## config.mk

```make
export PLATFORM = sky130hd
export DESIGN_NAME = dvis_top
export DESIGN_NICKNAME = d
export VERILOG_FILES = /design/src/hdl/dvis_edge.v /design/src/hdl/dvis_top.v
export VERILOG_INCLUDE_DIRS = /design/src /design/src/hdl
export SDC_FILE = /design/constraint.sdc
export NUM_CORES = 1
export LEC_CHECK = 0
export CAP_MARGIN = 20
export CORE_UTILIZATION = 38
export CTS_BUF_LIST = sky130_fd_sc_hd__clkbuf_8
export CTS_CLUSTER_SIZE = 25
export DETAILED_ROUTE_END_ITERATION = 6
export DONT_BUFFER_PORTS = 1
export GPL_TIMING_DRIVEN = 0
export PLACE_DENSITY = 0.58
export SLEW_MARGIN = 20
export SYNTH_ARGS = -nofsm -noshare
export SYNTH_HDL_FRONTEND = slang
export SYNTH_SLANG_ARGS = --single-unit
```

## constraint.sdc

```tcl
create_clock -name clk_i -period 5 [get_ports clk_i]
set_input_delay 0 -clock clk_i [delete_from_list [all_inputs] [get_ports clk_i]]
set_output_delay 0 -clock clk_i [all_outputs]
set_load 0.02 [all_outputs]
```

## src/hdl/dvis_regs.vh

```
// Constants for the decimating video input sequencer: register map,
// field positions, reset values and serial function codes.
// Assumes inclusion by bare name from the design files.
`ifndef DVIS_REGS_VH
`define DVIS_REGS_VH

// Pixel word and channel layout
`define DVIS_PIX_W 10
`define DVIS_NUM_CH 12
`define DVIS_CH_FIRST 4'h0
`define DVIS_CH_LAST 4'hb

// Serial word layout
`define DVIS_SER_BITS 4'hc
`define DVIS_SER_FN_MSB 11
`define DVIS_SER_FN_LSB 8
`define DVIS_FN_CTRL 4'h0
`define DVIS_FN_DAC1 4'h1
`define DVIS_FN_DAC2 4'h2
`define DVIS_CTRL_PROT_BIT 0
`define DVIS_CTRL_MODE_BIT 1

// Register byte offsets
`define DVIS_REG_STATUS 8'h00
`define DVIS_REG_CONFIG 8'h04
`define DVIS_REG_SERIAL 8'h08
`define DVIS_REG_CH_BASE 8'h10
`define DVIS_REG_CH_END 8'h3c

// Field positions
`define DVIS_CFG_CAPEN_BIT 0
`define DVIS_ST_PROT_BIT 0
`define DVIS_ST_MODE_BIT 1
`define DVIS_ST_AMP_BIT 2
`define DVIS_ST_ACTIVE_BIT 3
`define DVIS_ST_DIR_BIT 4
`define DVIS_ST_CH_LSB 8

// Reset values
`define DVIS_RST_PROT 1'b1
`define DVIS_RST_MODE 1'b0
`define DVIS_RST_CAPEN 1'b1
`define DVIS_RST_DAC 8'h00

`endif

```

## src/hdl/dvis_edge.v

```verilog
// Edge finder for an input that is already synchronous to clk_i.
// Assumes one system clock and a synchronous active-high reset.
`timescale 1ns/10ps
`default_nettype none

module dvis_edge (
	input wire clk_i,
	input wire rst_i,
	input wire sig_i,
	output wire rise_o,
	output wire fall_o
);
	reg last_q;

	// Previous level of the watched input
	always @(posedge clk_i) begin
		// Reset loads the live level so a pin idling high shows no false edge
		if (rst_i) begin
			last_q <= sig_i;
		end else begin
			last_q <= sig_i;
		end
	end

	// Edge pulses last one cycle
	assign rise_o = sig_i & ~last_q;
	assign fall_o = ~sig_i & last_q;
endmodule // dvis_edge

`default_nettype wire

```

## src/hdl/dvis_top.v

```verilog
// Digital front end of a twelve-channel decimating column driver: pixel
// capture on both edges of the panel clock, channel steering, transfer to
// the output stage, serial settings port, protection control, Wishbone slave.
// Assumes all pins are synchronous to clk_i and the panel clock is well
// below half of clk_i, so each of its edges is seen as a separate cycle.
//
// Design decisions made here: the Wishbone slave port and the register addresses.
`timescale 1ns/10ps
`default_nettype none
`include "dvis_regs.vh"

// Notes on behaviour
// - Pixel word is ten bits, bit nine MSB.
// - Capture a word on both panel clock edges.
// - Start sampled high begins sequence next rise.
// - Direction low starts channel 0, high channel 11.
// - Transfer sampled high moves words next rise.
// - Polarity input selects output polarity.
// - Serial bit enables limiter and thermal shutdown.
// - Thermal trip disables amplifiers while protection enabled.
// - Test force means protection on, mode normal.
// - Twelve-bit serial word, applied on enable rise.
module dvis_top (
	input wire clk_i,
	input wire rst_i,
	// Panel timing controller side
	input wire pixel_clock_i,
	input wire [9:0] pixel_word_in_i,
	input wire sequence_start_i,
	input wire right_left_i,
	input wire output_transfer_i,
	input wire polarity_invert_i,
	input wire test_force_mode_i,
	// Serial settings port
	input wire serial_clock_i,
	input wire serial_load_enable_i,
	input wire serial_data_in_i,
	// Thermal comparator, hysteresis held in the analog sensor
	input wire thermal_trip_i,
	// Output stage side
	output reg [119:0] channel_outputs_o,
	output reg polarity_invert_o,
	output reg output_mode_o,
	output reg current_limit_en_o,
	output reg amp_enable_o,
	output reg [7:0] dac1_code_o,
	output reg [7:0] dac2_code_o,
	// Classic Wishbone slave
	input wire wb_cyc_i,
	input wire wb_stb_i,
	input wire wb_we_i,
	input wire [7:0] wb_adr_i,
	input wire [31:0] wb_dat_i,
	input wire [3:0] wb_sel_i,
	output reg [31:0] wb_dat_o,
	output reg wb_ack_o
);
	wire pclk_rise;
	wire pclk_fall;
	wire sclk_rise;
	wire sen_rise;
	wire sen_fall;

	// Channel latches, loaded one word at a time
	reg [9:0] latch_q [0:11];
	reg start_pend_q;
	reg xfer_pend_q;
	reg active_q;
	reg dir_q;
	reg [3:0] ch_q;
	reg [3:0] left_q;
	// Serial port state
	reg [11:0] ser_shift_q;
	reg [3:0] ser_cnt_q;
	reg prot_reg_q;
	reg mode_reg_q;
	// Configuration written by software
	reg capen_q;
	wire prot_eff;
	wire mode_eff;
	wire wb_req;
	wire [7:0] ch_rel;
	wire [3:0] ch_idx;
	integer i;
	integer k;

	// Panel clock edges
	dvis_edge u_pclk (
		.clk_i(clk_i),
		.rst_i(rst_i),
		.sig_i(pixel_clock_i),
		.rise_o(pclk_rise),
		.fall_o(pclk_fall)
	);

	// Serial clock edges
	dvis_edge u_sclk (
		.clk_i(clk_i),
		.rst_i(rst_i),
		.sig_i(serial_clock_i),
		.rise_o(sclk_rise),
		.fall_o()
	);

	// Serial enable edges
	dvis_edge u_sen (
		.clk_i(clk_i),
		.rst_i(rst_i),
		.sig_i(serial_load_enable_i),
		.rise_o(sen_rise),
		.fall_o(sen_fall)
	);

	// Sequencing of the loading run and the pending strobes
	always @(posedge clk_i) begin
		if (rst_i) begin
			start_pend_q <= 1'b0;
			xfer_pend_q <= 1'b0;
			active_q <= 1'b0;
			dir_q <= 1'b0;
			ch_q <= `DVIS_CH_FIRST;
			left_q <= 4'h0;
		end else begin
			if (pclk_rise) begin
				start_pend_q <= sequence_start_i;
				xfer_pend_q <= output_transfer_i;
			end
			if (pclk_rise && start_pend_q && capen_q) begin
				// First word of a new run goes to the chosen end
				dir_q <= right_left_i;
				ch_q <= right_left_i ? (`DVIS_CH_LAST - 4'h1) : (`DVIS_CH_FIRST + 4'h1);
				left_q <= `DVIS_CH_LAST;
				active_q <= 1'b1;
			end else if ((pclk_rise || pclk_fall) && active_q) begin
				// Each further edge steps to the adjacent channel
				ch_q <= dir_q ? (ch_q - 4'h1) : (ch_q + 4'h1);
				left_q <= left_q - 4'h1;
				if (left_q == 4'h1) begin
					active_q <= 1'b0;
				end
			end
		end
	end

	// Word capture into the channel latches on either panel clock edge
	always @(posedge clk_i) begin
		if (rst_i) begin
			for (i = 0; i < `DVIS_NUM_CH; i = i + 1) begin
				latch_q[i] <= 10'h000;
			end
		end else if (pclk_rise && start_pend_q && capen_q) begin
			if (right_left_i) begin
				latch_q[`DVIS_CH_LAST] <= pixel_word_in_i;
			end else begin
				latch_q[`DVIS_CH_FIRST] <= pixel_word_in_i;
			end
		end else if ((pclk_rise || pclk_fall) && active_q) begin
			latch_q[ch_q] <= pixel_word_in_i;
		end
	end

	// Output stage: all latches move together on the rise after transfer
	always @(posedge clk_i) begin
		if (rst_i) begin
			channel_outputs_o <= 120'h0;
			polarity_invert_o <= 1'b0;
		end else begin
			polarity_invert_o <= polarity_invert_i;
			if (pclk_rise && xfer_pend_q) begin
				for (k = 0; k < `DVIS_NUM_CH; k = k + 1) begin
					channel_outputs_o[k*10 +: 10] <= latch_q[k];
				end
			end
		end
	end

	// Serial shift register, MSB first, loads only while enable is low
	always @(posedge clk_i) begin
		if (rst_i) begin
			ser_shift_q <= 12'h000;
			ser_cnt_q <= 4'h0;
		end else if (sen_fall) begin
			ser_cnt_q <= 4'h0;
		end else if (sclk_rise && !serial_load_enable_i) begin
			ser_shift_q <= {ser_shift_q[10:0], serial_data_in_i};
			if (ser_cnt_q != `DVIS_SER_BITS) begin
				ser_cnt_q <= ser_cnt_q + 4'h1;
			end
		end
	end

	// Settings applied on the enable rising edge, only after a full word
	always @(posedge clk_i) begin
		if (rst_i) begin
			prot_reg_q <= `DVIS_RST_PROT;
			mode_reg_q <= `DVIS_RST_MODE;
			dac1_code_o <= `DVIS_RST_DAC;
			dac2_code_o <= `DVIS_RST_DAC;
		end else if (sen_rise && ser_cnt_q == `DVIS_SER_BITS) begin
			case (ser_shift_q[`DVIS_SER_FN_MSB:`DVIS_SER_FN_LSB])
				`DVIS_FN_CTRL: begin
					prot_reg_q <= ser_shift_q[`DVIS_CTRL_PROT_BIT];
					mode_reg_q <= ser_shift_q[`DVIS_CTRL_MODE_BIT];
				end
				`DVIS_FN_DAC1: begin
					dac1_code_o <= ser_shift_q[7:0];
				end
				`DVIS_FN_DAC2: begin
					dac2_code_o <= ser_shift_q[7:0];
				end
				default: begin
					prot_reg_q <= prot_reg_q;
				end
			endcase
		end
	end

	// Test force overrides the programmed protection and mode
	assign prot_eff = test_force_mode_i | prot_reg_q;
	assign mode_eff = test_force_mode_i ? 1'b0 : mode_reg_q;

	// Protection outputs: limiter and thermal shutdown act only when enabled
	always @(posedge clk_i) begin
		if (rst_i) begin
			current_limit_en_o <= `DVIS_RST_PROT;
			amp_enable_o <= 1'b1;
			output_mode_o <= `DVIS_RST_MODE;
		end else begin
			current_limit_en_o <= prot_eff;
			amp_enable_o <= ~(prot_eff & thermal_trip_i);
			output_mode_o <= mode_eff;
		end
	end

	// Wishbone decode
	assign wb_req = wb_cyc_i & wb_stb_i & ~wb_ack_o;
	assign ch_rel = wb_adr_i - `DVIS_REG_CH_BASE;
	assign ch_idx = ch_rel[5:2];

	// Wishbone slave: one wait state, ack for one cycle, unmapped reads zero
	always @(posedge clk_i) begin
		if (rst_i) begin
			wb_ack_o <= 1'b0;
			wb_dat_o <= 32'h0;
			capen_q <= `DVIS_RST_CAPEN;
		end else begin
			wb_ack_o <= wb_req;
			if (wb_req && wb_we_i && wb_sel_i[0] && wb_adr_i == `DVIS_REG_CONFIG) begin
				capen_q <= wb_dat_i[`DVIS_CFG_CAPEN_BIT];
			end
			if (wb_req && !wb_we_i) begin
				wb_dat_o <= 32'h0;
				if (wb_adr_i == `DVIS_REG_STATUS) begin
					wb_dat_o[`DVIS_ST_PROT_BIT] <= prot_eff;
					wb_dat_o[`DVIS_ST_MODE_BIT] <= mode_eff;
					wb_dat_o[`DVIS_ST_AMP_BIT] <= amp_enable_o;
					wb_dat_o[`DVIS_ST_ACTIVE_BIT] <= active_q;
					wb_dat_o[`DVIS_ST_DIR_BIT] <= dir_q;
					wb_dat_o[`DVIS_ST_CH_LSB +: 4] <= ch_q;
				end else if (wb_adr_i == `DVIS_REG_CONFIG) begin
					wb_dat_o[`DVIS_CFG_CAPEN_BIT] <= capen_q;
				end else if (wb_adr_i == `DVIS_REG_SERIAL) begin
					wb_dat_o[15:0] <= {dac2_code_o, dac1_code_o};
					wb_dat_o[16] <= prot_reg_q;
					wb_dat_o[17] <= mode_reg_q;
				end else if (wb_adr_i >= `DVIS_REG_CH_BASE && wb_adr_i <= `DVIS_REG_CH_END
						&& wb_adr_i[1:0] == 2'h0) begin
					wb_dat_o[9:0] <= channel_outputs_o[ch_idx*10 +: 10];
				end
			end
		end
	end
endmodule // dvis_top

`default_nettype wire
```

# Yosys cells after proc, flatten, opt, wreduce, memory -nomap -nowiden
# Memories as Yosys holds them, arrays and structs flattened. A register that Yosys moved wholly into a read port is not among the register bits.
# Cells that the tools add are included.
[classes]
n_addsub = 5
multipliers = 1
n_div = 0
magnitude_cmp = 2
eq_ne = 7
n_shift = 1
mux = 38
bitwise_logic = 19
n_reduce_logical = 29
[ops]
columns = ["cell", "count"]
rows = [
  ["indexed part select 120 x 9 -> 10 bit", 1],
  ["2-to-1 mux 10 bit", 5],
  ["2-to-1 mux 4 bit", 8],
  ["2-to-1 mux 1 bit", 20],
  ["2-to-1 mux 17 bit", 1],
  ["logical AND 1 bit", 12],
  ["AND reduction 2 bit", 6],
  ["OR reduction 10 bit", 1],
  ["adder 4 x 1 -> 4 bit (second input constant)", 2],
  ["bitwise AND 1 bit", 8],
  ["== test 4 x 1 -> 1 bit (second input constant)", 2],
  ["== test 8 x 3 -> 1 bit (second input constant)", 1],
  ["== test 8 x 4 -> 1 bit (second input constant)", 1],
  [">= comparator 8 x 5 -> 1 bit (second input constant)", 1],
  ["<= comparator 8 x 6 -> 1 bit (second input constant)", 1],
  ["zero test 8 bit", 1],
  ["2-to-1 mux 8 bit", 1],
  ["inverter 1 bit", 8],
  ["subtractor 4 x 1 -> 4 bit (second input constant)", 2],
  ["multiplier 4 x 3 -> 7 bit (second input constant)", 1],
  ["2-to-1 mux 6 bit", 1],
  ["subtractor 6 x 5 -> 6 bit (second input constant)", 1],
  ["2-to-1 mux 5 bit", 1],
  ["== test 4 x 2 -> 1 bit (second input constant)", 1],
  ["other kinds (10)", 15],
]
[word_totals]
ff_bits = 73
latch_bits = 0
ramBits = 120
romBits = 0
out_inout_bits = 173
memories = 1
[memory_table]
columns = ["name", "words", "word_bits", "read_ports", "rd_clocked_by_memory_dff", "write_ports", "line", "rtl"]
rows = [
  ["latch_q", 12, 10, 12, 12, 12, "dvis_top.v:65", "reg [9:0] latch_q [0:11];"],
]

# Depth between registers and ports, before layout
# Gate-level depths: netlist of run 1.
[depth]
word_depth = 10
mapped_depth = 9
depth_no_buf = 7

# Cells and area by module
# From an unflattened synthesis of run 1, not the netlist that was laid out.
[hier_totals]
cells_unflattened = 1234
area_unflattened_um2 = 12916.1
[by_module_without_submodules]
columns = ["mod", "instances", "cells_each", "area_per_inst_um2", "seq_area_each_um2"]
rows = [
  ["dvis_top", 1, 1225, 12811.0, 7407.1],
  ["dvis_edge", 3, 3, 35.0, 20.0],
]

# Worst setup path after synthesis of run 1
# Ideal clock, no wire load.
[synth_timing]
kind = "register -> register"
start = "register u_pclk.last_q"
end = "memory latch_q[2][0], enable pin"
setup_time_ns = 0.391
arrival_time_ns = 2.076
required_ns = 4.609
setup_slack_ns = 2.533
stages_incl_launch_ff = 8
n_path_buf = 1
synth_period_minus_slack_ns = 2.467
cell_sequence = "dfxtp_1 > inv_1 > ha_1 > nand2b_1 > clkbuf_1 > nor3_1 > nand3b_1 > o21ai_0"
[synth_rtl]
columns = ["element", "line", "rtl"]
rows = [
  ["start: declaration", "dvis_edge.v:13", "reg last_q;"],
  ["start signal: assignment", "dvis_edge.v:19", "last_q <= sig_i;"],
  ["start signal: assignment", "dvis_edge.v:21", "last_q <= sig_i;"],
  ["end: declaration", "dvis_top.v:65", ""],
]

# Final worst setup path of run 1
[layout_timing]
start = "input wb_adr_i[4]"
end = "register wb_dat_o[9]"
[layout_between]
elab_chain_cells = 7
elab_cells_between_ends = 14
[layout_rtl]
columns = ["element", "line", "rtl"]
rows = [
  ["start: declaration", "dvis_top.v:52", "input wire [7:0] wb_adr_i,"],
  ["subtractor 6 x 5 -> 6 bit (no source line), or another cell as far along", "n/a", ""],
  ["multiplier 4 x 3 -> 7 bit / logical AND 1 bit (equally long branches)", "n/a", ""],
  ["indexed part select 120 x 9 -> 10 bit / logical AND 1 bit (equally long branches)", "dvis_top.v:268, dvis_top.v:266", ""],
  ["2-to-1 mux 10 bit", "dvis_top.v:266", "end else if (wb_adr_i >= `DVIS_REG_CH_BASE && wb_adr_i <= `DVIS_REG_CH_END"],
  ["2-to-1 mux 10 bit", "dvis_top.v:262", "end else if (wb_adr_i == `DVIS_REG_SERIAL) begin"],
  ["2-to-1 mux 17 bit", "dvis_top.v:260", "end else if (wb_adr_i == `DVIS_REG_CONFIG) begin"],
  ["2-to-1 mux 4 bit (*)", "dvis_top.v:253", "if (wb_adr_i == `DVIS_REG_STATUS) begin"],
  ["end signal: indexed assignment", "dvis_top.v:254", "wb_dat_o[`DVIS_ST_PROT_BIT] <= prot_eff;"],
  ["end signal: indexed assignment", "dvis_top.v:261", "wb_dat_o[`DVIS_CFG_CAPEN_BIT] <= capen_q;"],
  ["end signal: assignment", "dvis_top.v:263", "wb_dat_o[15:0] <= {dac2_code_o, dac1_code_o};"],
  ["end: declaration", "dvis_top.v:55", "output reg [31:0] wb_dat_o,"],
]
# Mark *: on every way between the ends. The rest lies on a longest branch, timed or not.
# A chain may end at the register's enable or synchronous reset.

==> summary.md, run 1 <==
| Metric | Value |
|---|---|
| Final net count | `1,460` |
| Mux cell area share after synthesis | `7.70%` |
| Die Width | `187 um` |
| Root buf cell | `clkbuf_8` |
| DPL Wire Length | `30,000 um` |
| Post-synthesis adder-cell area fraction | `1.12%` |
| GRT Overall Usage | `23.8%` |
| First-pass GRT wire length | `61,200 um` |
| CTS Buffer Depth | `3` |
| RR Endpoint | `wb_dat_o[9]$_SDFFE_PP0P_` |
| RR Startpoint | `channel_outputs_o[39]$_SDFFE_PP0P_` |
| Hold_sp | `serial_load_enable_i` |
| Slew Limit Fails | `0` |
| Worst Hold Depth | `5` |
| Vias in the first global route | `9,534` |
| Critical Path Source | `wb_adr_i[4]` |
| Post-Synth Simple-Gate Area | `20.1%` |
| Critical path type | `primary input to flop` |
| Avg WL per Cell | `22.4 um` |
| Cts bufs inserted | `53` |
| Iter 0 DRT Violations | `843` |
| Layout cells sized above 1 | `10.0%` |
| Synth Area in XOR/XNOR | `0.609%` |
| Register area | `7470 sq um` |
| Core area | `33,500 sq um` |
| Critical path's top delay family | `buffers and inverters` |
| Cell variety after synth | `60` |
| Crit path cell chain | `dlygate4sd3_1 > clkbuf_1 > inv_1 > ha_1 > o31ai_2 > dlygate4sd3_1 > nand4_1 > dlygate4sd3_1 > a2111oi_2 > dlygate4sd3_1` |
| Remaining global-route overflow | `0` |
| IO Port Bufs | `0` |
| Worst slack, placed | `2.27 ns` |
| Most common cell after layout, fill and taps aside | `nand2_1` |
| Critical Path RT | `5.52 ns` |
| Buf/Inv on CP | `6` |
| Worst-path fanout max | `8` |
| Drt pass-1 iters | `5` |
| Setup ws final | `1.62 ns` |
| Ys flop type | `dfxtp_1` |
| Clk_lat worst skew | `0.60 ns` |
| Initial antenna violation count | `0` |
| Gate Count Post-Synth | `1,266` |
| Critical Path Source Type | `primary input` |
| Max cap viols | `0` |
| Setup TNS | `0 ns` |
| Crit-path max cell delay | `0.69 ns` |
| Total wire length | `41,900 um` |
| Crit path arrival time | `3.90 ns` |
| Final ANT Viol Nets | `0` |
| Ys Warns | `0` |
| Outcome | `complete, no violations` |
| Post-Syn Area per Cell | `10.2 sq um` |
| Synth area leader | `dfxtp_1` |
| Pwr dens | `344 nW/um^2` |
| Ys async rst share | `0%` |
| Fmax | `296 MHz` |
| Register-to-register setup slack | `2.14 ns` |
| Reg2reg path depth | `6` |
| Final setup viols | `0` |
| Complex-gate fraction of the synthesized area | `8.70%` |
| Final GP Congestion | `0.916` |
| Register area share after synthesis | `57.7%` |
| Cell Area, Synth | `12,900 sq um` |
| CTS H-tree depth | `2` |
| Path category of the worst min-delay check | `primary input to flop` |
| P_leak | `5.31 nW` |
| Reg clk slew, reported paths | `0.06 ns` |
| Tcrit/Tclk final | `67.5%` |
| Die H | `187 um` |
| # Post-CTS Setup Buffers | `0` |
| Hold buffers post-CTS | `40` |
| Slowest-stage cell, CP | `dlygate4sd3_1` |
| Clock skew | `0.0274 ns` |
| FP Rows | `67` |
| Die Footprint | `34,800 sq um` |
| # DRC | `0` |
| Highest-count cells in the layout ignoring fill and taps | `nand2_1 (285), dfxtp_1 (193), a21oi_1 (153), and2_1 (121), edfxtp_1 (120)` |
| Main combinational cell family by area after synthesis | `simple AND/OR/NAND/NOR gates` |
| Vias per cell | `5.22` |
| Post-synth EDFFs | `120` |
| Clk sinks | `313` |
| Initial core utilization | `38.6%` |
| Top area cells in the synthesized netlist | `dfxtp_1 (30%), edfxtp_1 (28%), nand2_1 (8.3%)` |
| Share of the synthesized area in the top cell type | `29.9%` |
| Routed vias | `9,775` |
| Filler cell count | `3,255` |
| Synth-to-layout area growth | `15.9%` |
| RSZ-0062 raised after global routing | `no` |
| WHS Endpoint | `prot_reg_q$_SDFFE_PP1P_` |
| Slew @ Worst Pin | `1.07 ns` |
| CP endpoint kind | `flop` |
| Max VDD drop | `184 uV` |
| Most frequent CP cell | `dlygate4sd3_1` |
| Multi-input logic area | `5000 sq um` |
| Hold Vio Cnt, Final | `0` |
| CTS tree | `yes` |
| Tmin final | `3.38 ns` |
| I/O pin count | `242` |
| Largest net degree at the start of global routing | `14` |
| Worst slew margin | `28.4%` |
| Synth Register Bits | `313` |
| Resize count post-CTS | `0` |
per-stage QoR:
stage	hold WS, ns	utilization (%)	cells	total power, mW	cell area, sq um
floorplan	0.0277	-	1279	2.93	13000
global placement	0.0278	40.4	1727	3.02	13500
detailed placement	0.0278	40.5	1733	3.03	13600
CTS	0.00256	44.7	1871	5.18	15000
global route	0.0368	44.7	1871	5.31	15000
finish	0.0186	44.7	1872	5.16	15000
power by group:
part | internal [mW] | total [mW] | switching [mW]
Combinational | 0.0833 | 0.267 | 0.184
Clock | 1.12 | 2.17 | 1.04
Sequential | 2.69 | 2.73 | 0.0390
layer usage:
metal / global-route usage, % / vias up / part of all wire (%)
li1: - / 4546 / -
met1: 29.0 / 4693 / 39
met2: 38.6 / 445 / 46
met3: 8.56 / 91 / 11
met4: 8.83 / 0 / 3.4
met5: 0 / - / 0
worst reg2reg max path: cells and delay by family (launching register included):
kind / cells / cell delay [ns]
flops: 1 / 0.53
simple gates: 1 / 0.08
mux: 2 / 0.55
compound gates: 1 / 0.40
buf+inv: 2 / 1.22
synthesized netlist by cell type, types with 4 or more instances:
master,count
mux4_2,26
mux2i_1,35
nand4_1,5
buf_2,8
a31oi_1,7
buf_4,17
nor3_1,17
clkbuf_1,70
nand2b_1,11
nor2b_1,9
xor2_1,4
ha_1,10
edfxtp_1,120
dfxtp_1,193
nor2_1,58
nand2_1,285
and2_1,121
xnor2_1,5
a22oi_1,6
and3_1,7
inv_1,13
o21ai_0,18
nand3_1,10
a21oi_1,153
logic make-up (layout without fill, tap and decap cells):
| kind of cell | count (synthesis) | after routing |
|---|---|---|
| and+or+nand+nor | 549 | 549 |
| DFF | 313 | 313 |
| AOI/OAI and AO/OA | 205 | 205 |
| buffers and inverters | 113 | 257 |
| muxes | 65 | 65 |
| adders and majority gates | 11 | 11 |
| xor gates and xnor gates | 9 | 9 |
| other | 1 | 15 |
how the worst max path moves through the flow:
| stage | to | slack [ns] | depth (start not counted) |
|---|---|---|---|
| 2_1_floorplan | latch_q[2][0]$_SDFFCE_PN0P_ | 2.53 | 7 |
| 3_3_place_gp | latch_q[2][7]$_SDFFCE_PN0P_ | 1.63 | 7 |
| 3_5_place_dp | latch_q[2][7]$_SDFFCE_PN0P_ | 2.27 | 8 |
| 4_1_cts | wb_dat_o[9]$_SDFFE_PP0P_ | 1.81 | 10 |
| 5_1_grt | wb_dat_o[9]$_SDFFE_PP0P_ | 1.56 | 10 |
| 6_report | wb_dat_o[9]$_SDFFE_PP0P_ | 1.62 | 10 |
flip-flops by register name, indices dropped and copies added, names as in the netlist:
register            cells
channel_outputs_o     120
latch_q               120
wb_dat_o               18
ser_shift_q            12
dac1_code_o             8
dac2_code_o             8
ch_q                    4
left_q                  4
ser_cnt_q               4
active_q                1
amp_enable_o            1
capen_q                 1
current_limit_en_o      1
dir_q                   1
mode_reg_q              1
output_mode_o           1
polarity_invert_o       1
prot_reg_q              1
start_pend_q            1
u_pclk.last_q           1
u_sclk.last_q           1
u_sen.last_q            1
wb_ack_o                1
xfer_pend_q             1
cell type report:
type / count / area share (%)
buffer: 100 / 3.17
inverter: 13 / 0.325
timing repair buffer: 46 / 2.97
sequential: 313 / 49.8
tap: 448 / 3.74
clock buffer: 62 / 5.69
multi-input combinational: 853 / 33.3
clock inverter: 36 / 1.00
antenna: 1 / 0.0167
No activity file was read; power rests on OpenSTA's default activity.
==> inputs of run 2 (changes only) <==
clock period = 3.2 ns   (was 5 ns; I/O delays follow)
==> run 2 against run 1 <==
  * Routed wire length barely moved
  * Sequential power up 56%
  * Utilization barely moved
  * Non-clock buffer count decreased by 1
  * Critical endpoint unchanged
  * Largest cell class unchanged
==> summary.md, run 2 (same netlist as run 1, synthesis figures left out) <==
| Metric | Value |
|---|---|
| Hold Vio Cnt, Final | `0 (unchanged)` |
| Initial antenna violation count | `0 (unchanged)` |
| Hold_sp | `serial_load_enable_i` |
| CTS H-tree depth | `2 (unchanged)` |
| M1 wire length | `16,500 um (+0.93%)` |
| Post-route insts no fill | `1,870 (-0.11%)` |
| Synth-to-layout area growth | `15.9% (about the same)` |
| Routed vias | `9,800 (+0.26%)` |
| FP Rows | `67 (unchanged)` |
| Outcome | `complete, no violations` |
| Die Width | `187 um (unchanged)` |
| Avg WL per Cell | `22.4 um (+0.15%)` |
| GRT Overall Usage | `23.8% (unchanged)` |
| DPL Wire Length | `30,000 um (unchanged)` |
| Register area | `7470 sq um (unchanged)` |
| Die H | `187 um (unchanged)` |
| Tcrit/Tclk final | `95.6%` |
| Worst slack, placed | `0.472 ns (-1.80 ns)` |
| CTS tree | `yes` |
| Final net count | `1,459 (-0.068%)` |
| P_leak | `5.32 nW (+0.14%)` |
| Clock skew | `0.0243 ns (-0.00316 ns)` |
| Post-Place Cell Area | `13,600 sq um (unchanged)` |
| Design area | `15,000 sq um (about the same)` |
| Cts bufs inserted | `53 (unchanged)` |
| Multi-input logic area | `5000 sq um (unchanged)` |
| Slew @ Worst Pin | `1.11 ns (+0.0408 ns)` |
| Filler cell count | `3,254 (-0.031%)` |
| Met3 wire length | `4530 um (-2.4%)` |
| Critical Path RT | `3.72 ns (-1.80 ns)` |
| RSZ-0062 raised after global routing | `no` |
| Setup TNS | `0 ns (unchanged)` |
| IO Port Bufs | `0 (unchanged)` |
| First-pass GRT wire length | `61,200 um (unchanged)` |
| Iter 0 DRT Violations | `888 (+5.3%)` |
| Layout cells sized above 1 | `10.1% (about the same)` |
| Max VDD drop | `288 uV (+57%)` |
| Dpl cells | `1,733 (unchanged)` |
| Final setup viols | `0 (unchanged)` |
| Final Core Density | `44.7% (about the same)` |
| Setup ws final | `0.141 ns (-1.48 ns)` |
| Highest-count cells in the layout ignoring fill and taps | `nand2_1 (285), dfxtp_1 (193), a21oi_1 (153), and2_1 (121), edfxtp_1 (120)` |
| N_diodes | `0 (-1)` |
| I/O pin count | `242 (unchanged)` |
| Initial core utilization | `38.6% (unchanged)` |
| Vias in the first global route | `9,534 (unchanged)` |
| Remaining global-route overflow | `0 (unchanged)` |
| Top sig layer | `met4` |
| Largest net degree at the start of global routing | `14 (unchanged)` |
| Met2 Wirelength | `19,500 um (about the same)` |
| Drt pass-1 iters | `6 (+1)` |
| Total power | `8.06 mW (+56%)` |
| Vias per cell | `5.24 (+0.36%)` |
| Total wire length | `41,900 um (about the same)` |
| Worst-path fanout max | `4 (-4)` |
| Regs by FF count | `channel_outputs_o: 120 flops, latch_q: 120 flops, wb_dat_o: 18 flops` |
| Final ANT Viol Nets | `0 (unchanged)` |
| Fmax | `327 MHz` |
| Clk sinks | `313 (unchanged)` |
| Tmin final | `3.06 ns` |
| Pwr dens | `538 nW/um^2 (+56%)` |
| Worst slew margin | `25.6% (-2.7 points)` |
| Slew Limit Fails | `0 (unchanged)` |
| Core area | `33,500 sq um (unchanged)` |
| Max cap viols | `0 (unchanged)` |
| Critical Path Source | `wb_adr_i[7]` |
| Most common cell after layout, fill and taps aside | `nand2_1` |
| Critical path type | `primary input to flop` |
| Root buf cell | `clkbuf_8` |
| RR Startpoint | `channel_outputs_o[89]$_SDFFE_PP0P_` |
| Crit path arrival time | `3.58 ns (-0.32 ns)` |
| CP endpoint kind | `flop` |
| Final GP Congestion | `0.916 (unchanged)` |
| Clk_lat worst skew | `0.59 ns (about the same)` |
| Worst hold margin | `0.0186 ns (-0.0000166 ns)` |
| CTS Buffer Depth | `3 (unchanged)` |
| Critical Path Source Type | `primary input` |
| Path category of the worst min-delay check | `primary input to flop` |
| # DRC | `0 (unchanged)` |
| Reg clk slew, reported paths | `0.07 ns (about the same)` |
| Die Footprint | `34,800 sq um (unchanged)` |
==> run 2: path summary, 6_finish.rpt <==
path              cells past startpoint                      endpoint  slack (ns)
setup / recovery                      8      wb_dat_o[9]$_SDFFE_PP0P_        0.14
hold / removal                        5       prot_reg_q$_SDFFE_PP1P_        0.02
setup reg to reg                      6      wb_dat_o[9]$_SDFFE_PP0P_        0.36
hold reg to reg                       2  ser_shift_q[11]$_SDFFE_PP0P_        0.46
==> run 2: report_power, final <==
group	internal (mW)	switching (mW)
Combinational	0.130	0.288
Sequential	4.21	0.0607
Clock	1.75	1.62
Total	6.09	1.97
==> run 2: worst max-delay path, cell delays in order <==
cell           delay, ns
dlygate4sd3_1       0.54
or4_4               0.53
dlygate4sd3_1       0.62
a21oi_2             0.18
nand4_1             0.10
dlygate4sd3_1       0.61
a2111oi_2           0.39
dlygate4sd3_1       0.61
==> run 2: cell type report <==
type / count / area share (%)
clock buffers: 62 / 5.69
multi-input cells: 853 / 33.3
clock inverters: 36 / 1.00
repair buffers: 46 / 2.99
flip-flops and latches: 313 / 49.8
plain buffers: 99 / 3.15
well taps: 448 / 3.74
inverters: 13 / 0.325
==> run 2: layer usage <==
metal | track usage (%) | up-vias
met5 | 0 | -
met4 | 8.83 | 0
met3 | 8.56 | 87
met2 | 38.6 | 422
met1 | 29.0 | 4750
li1 | - | 4541
==> run 2: repair_timing <==
item / 4_1_cts / 5_1_grt
hold buffers: 40 / 0
resized for setup: 0 / 1
setup buffers: 0 / 0
endpoints found under the setup margin: 0 / 2
hold endpoints to repair: 60 / 0
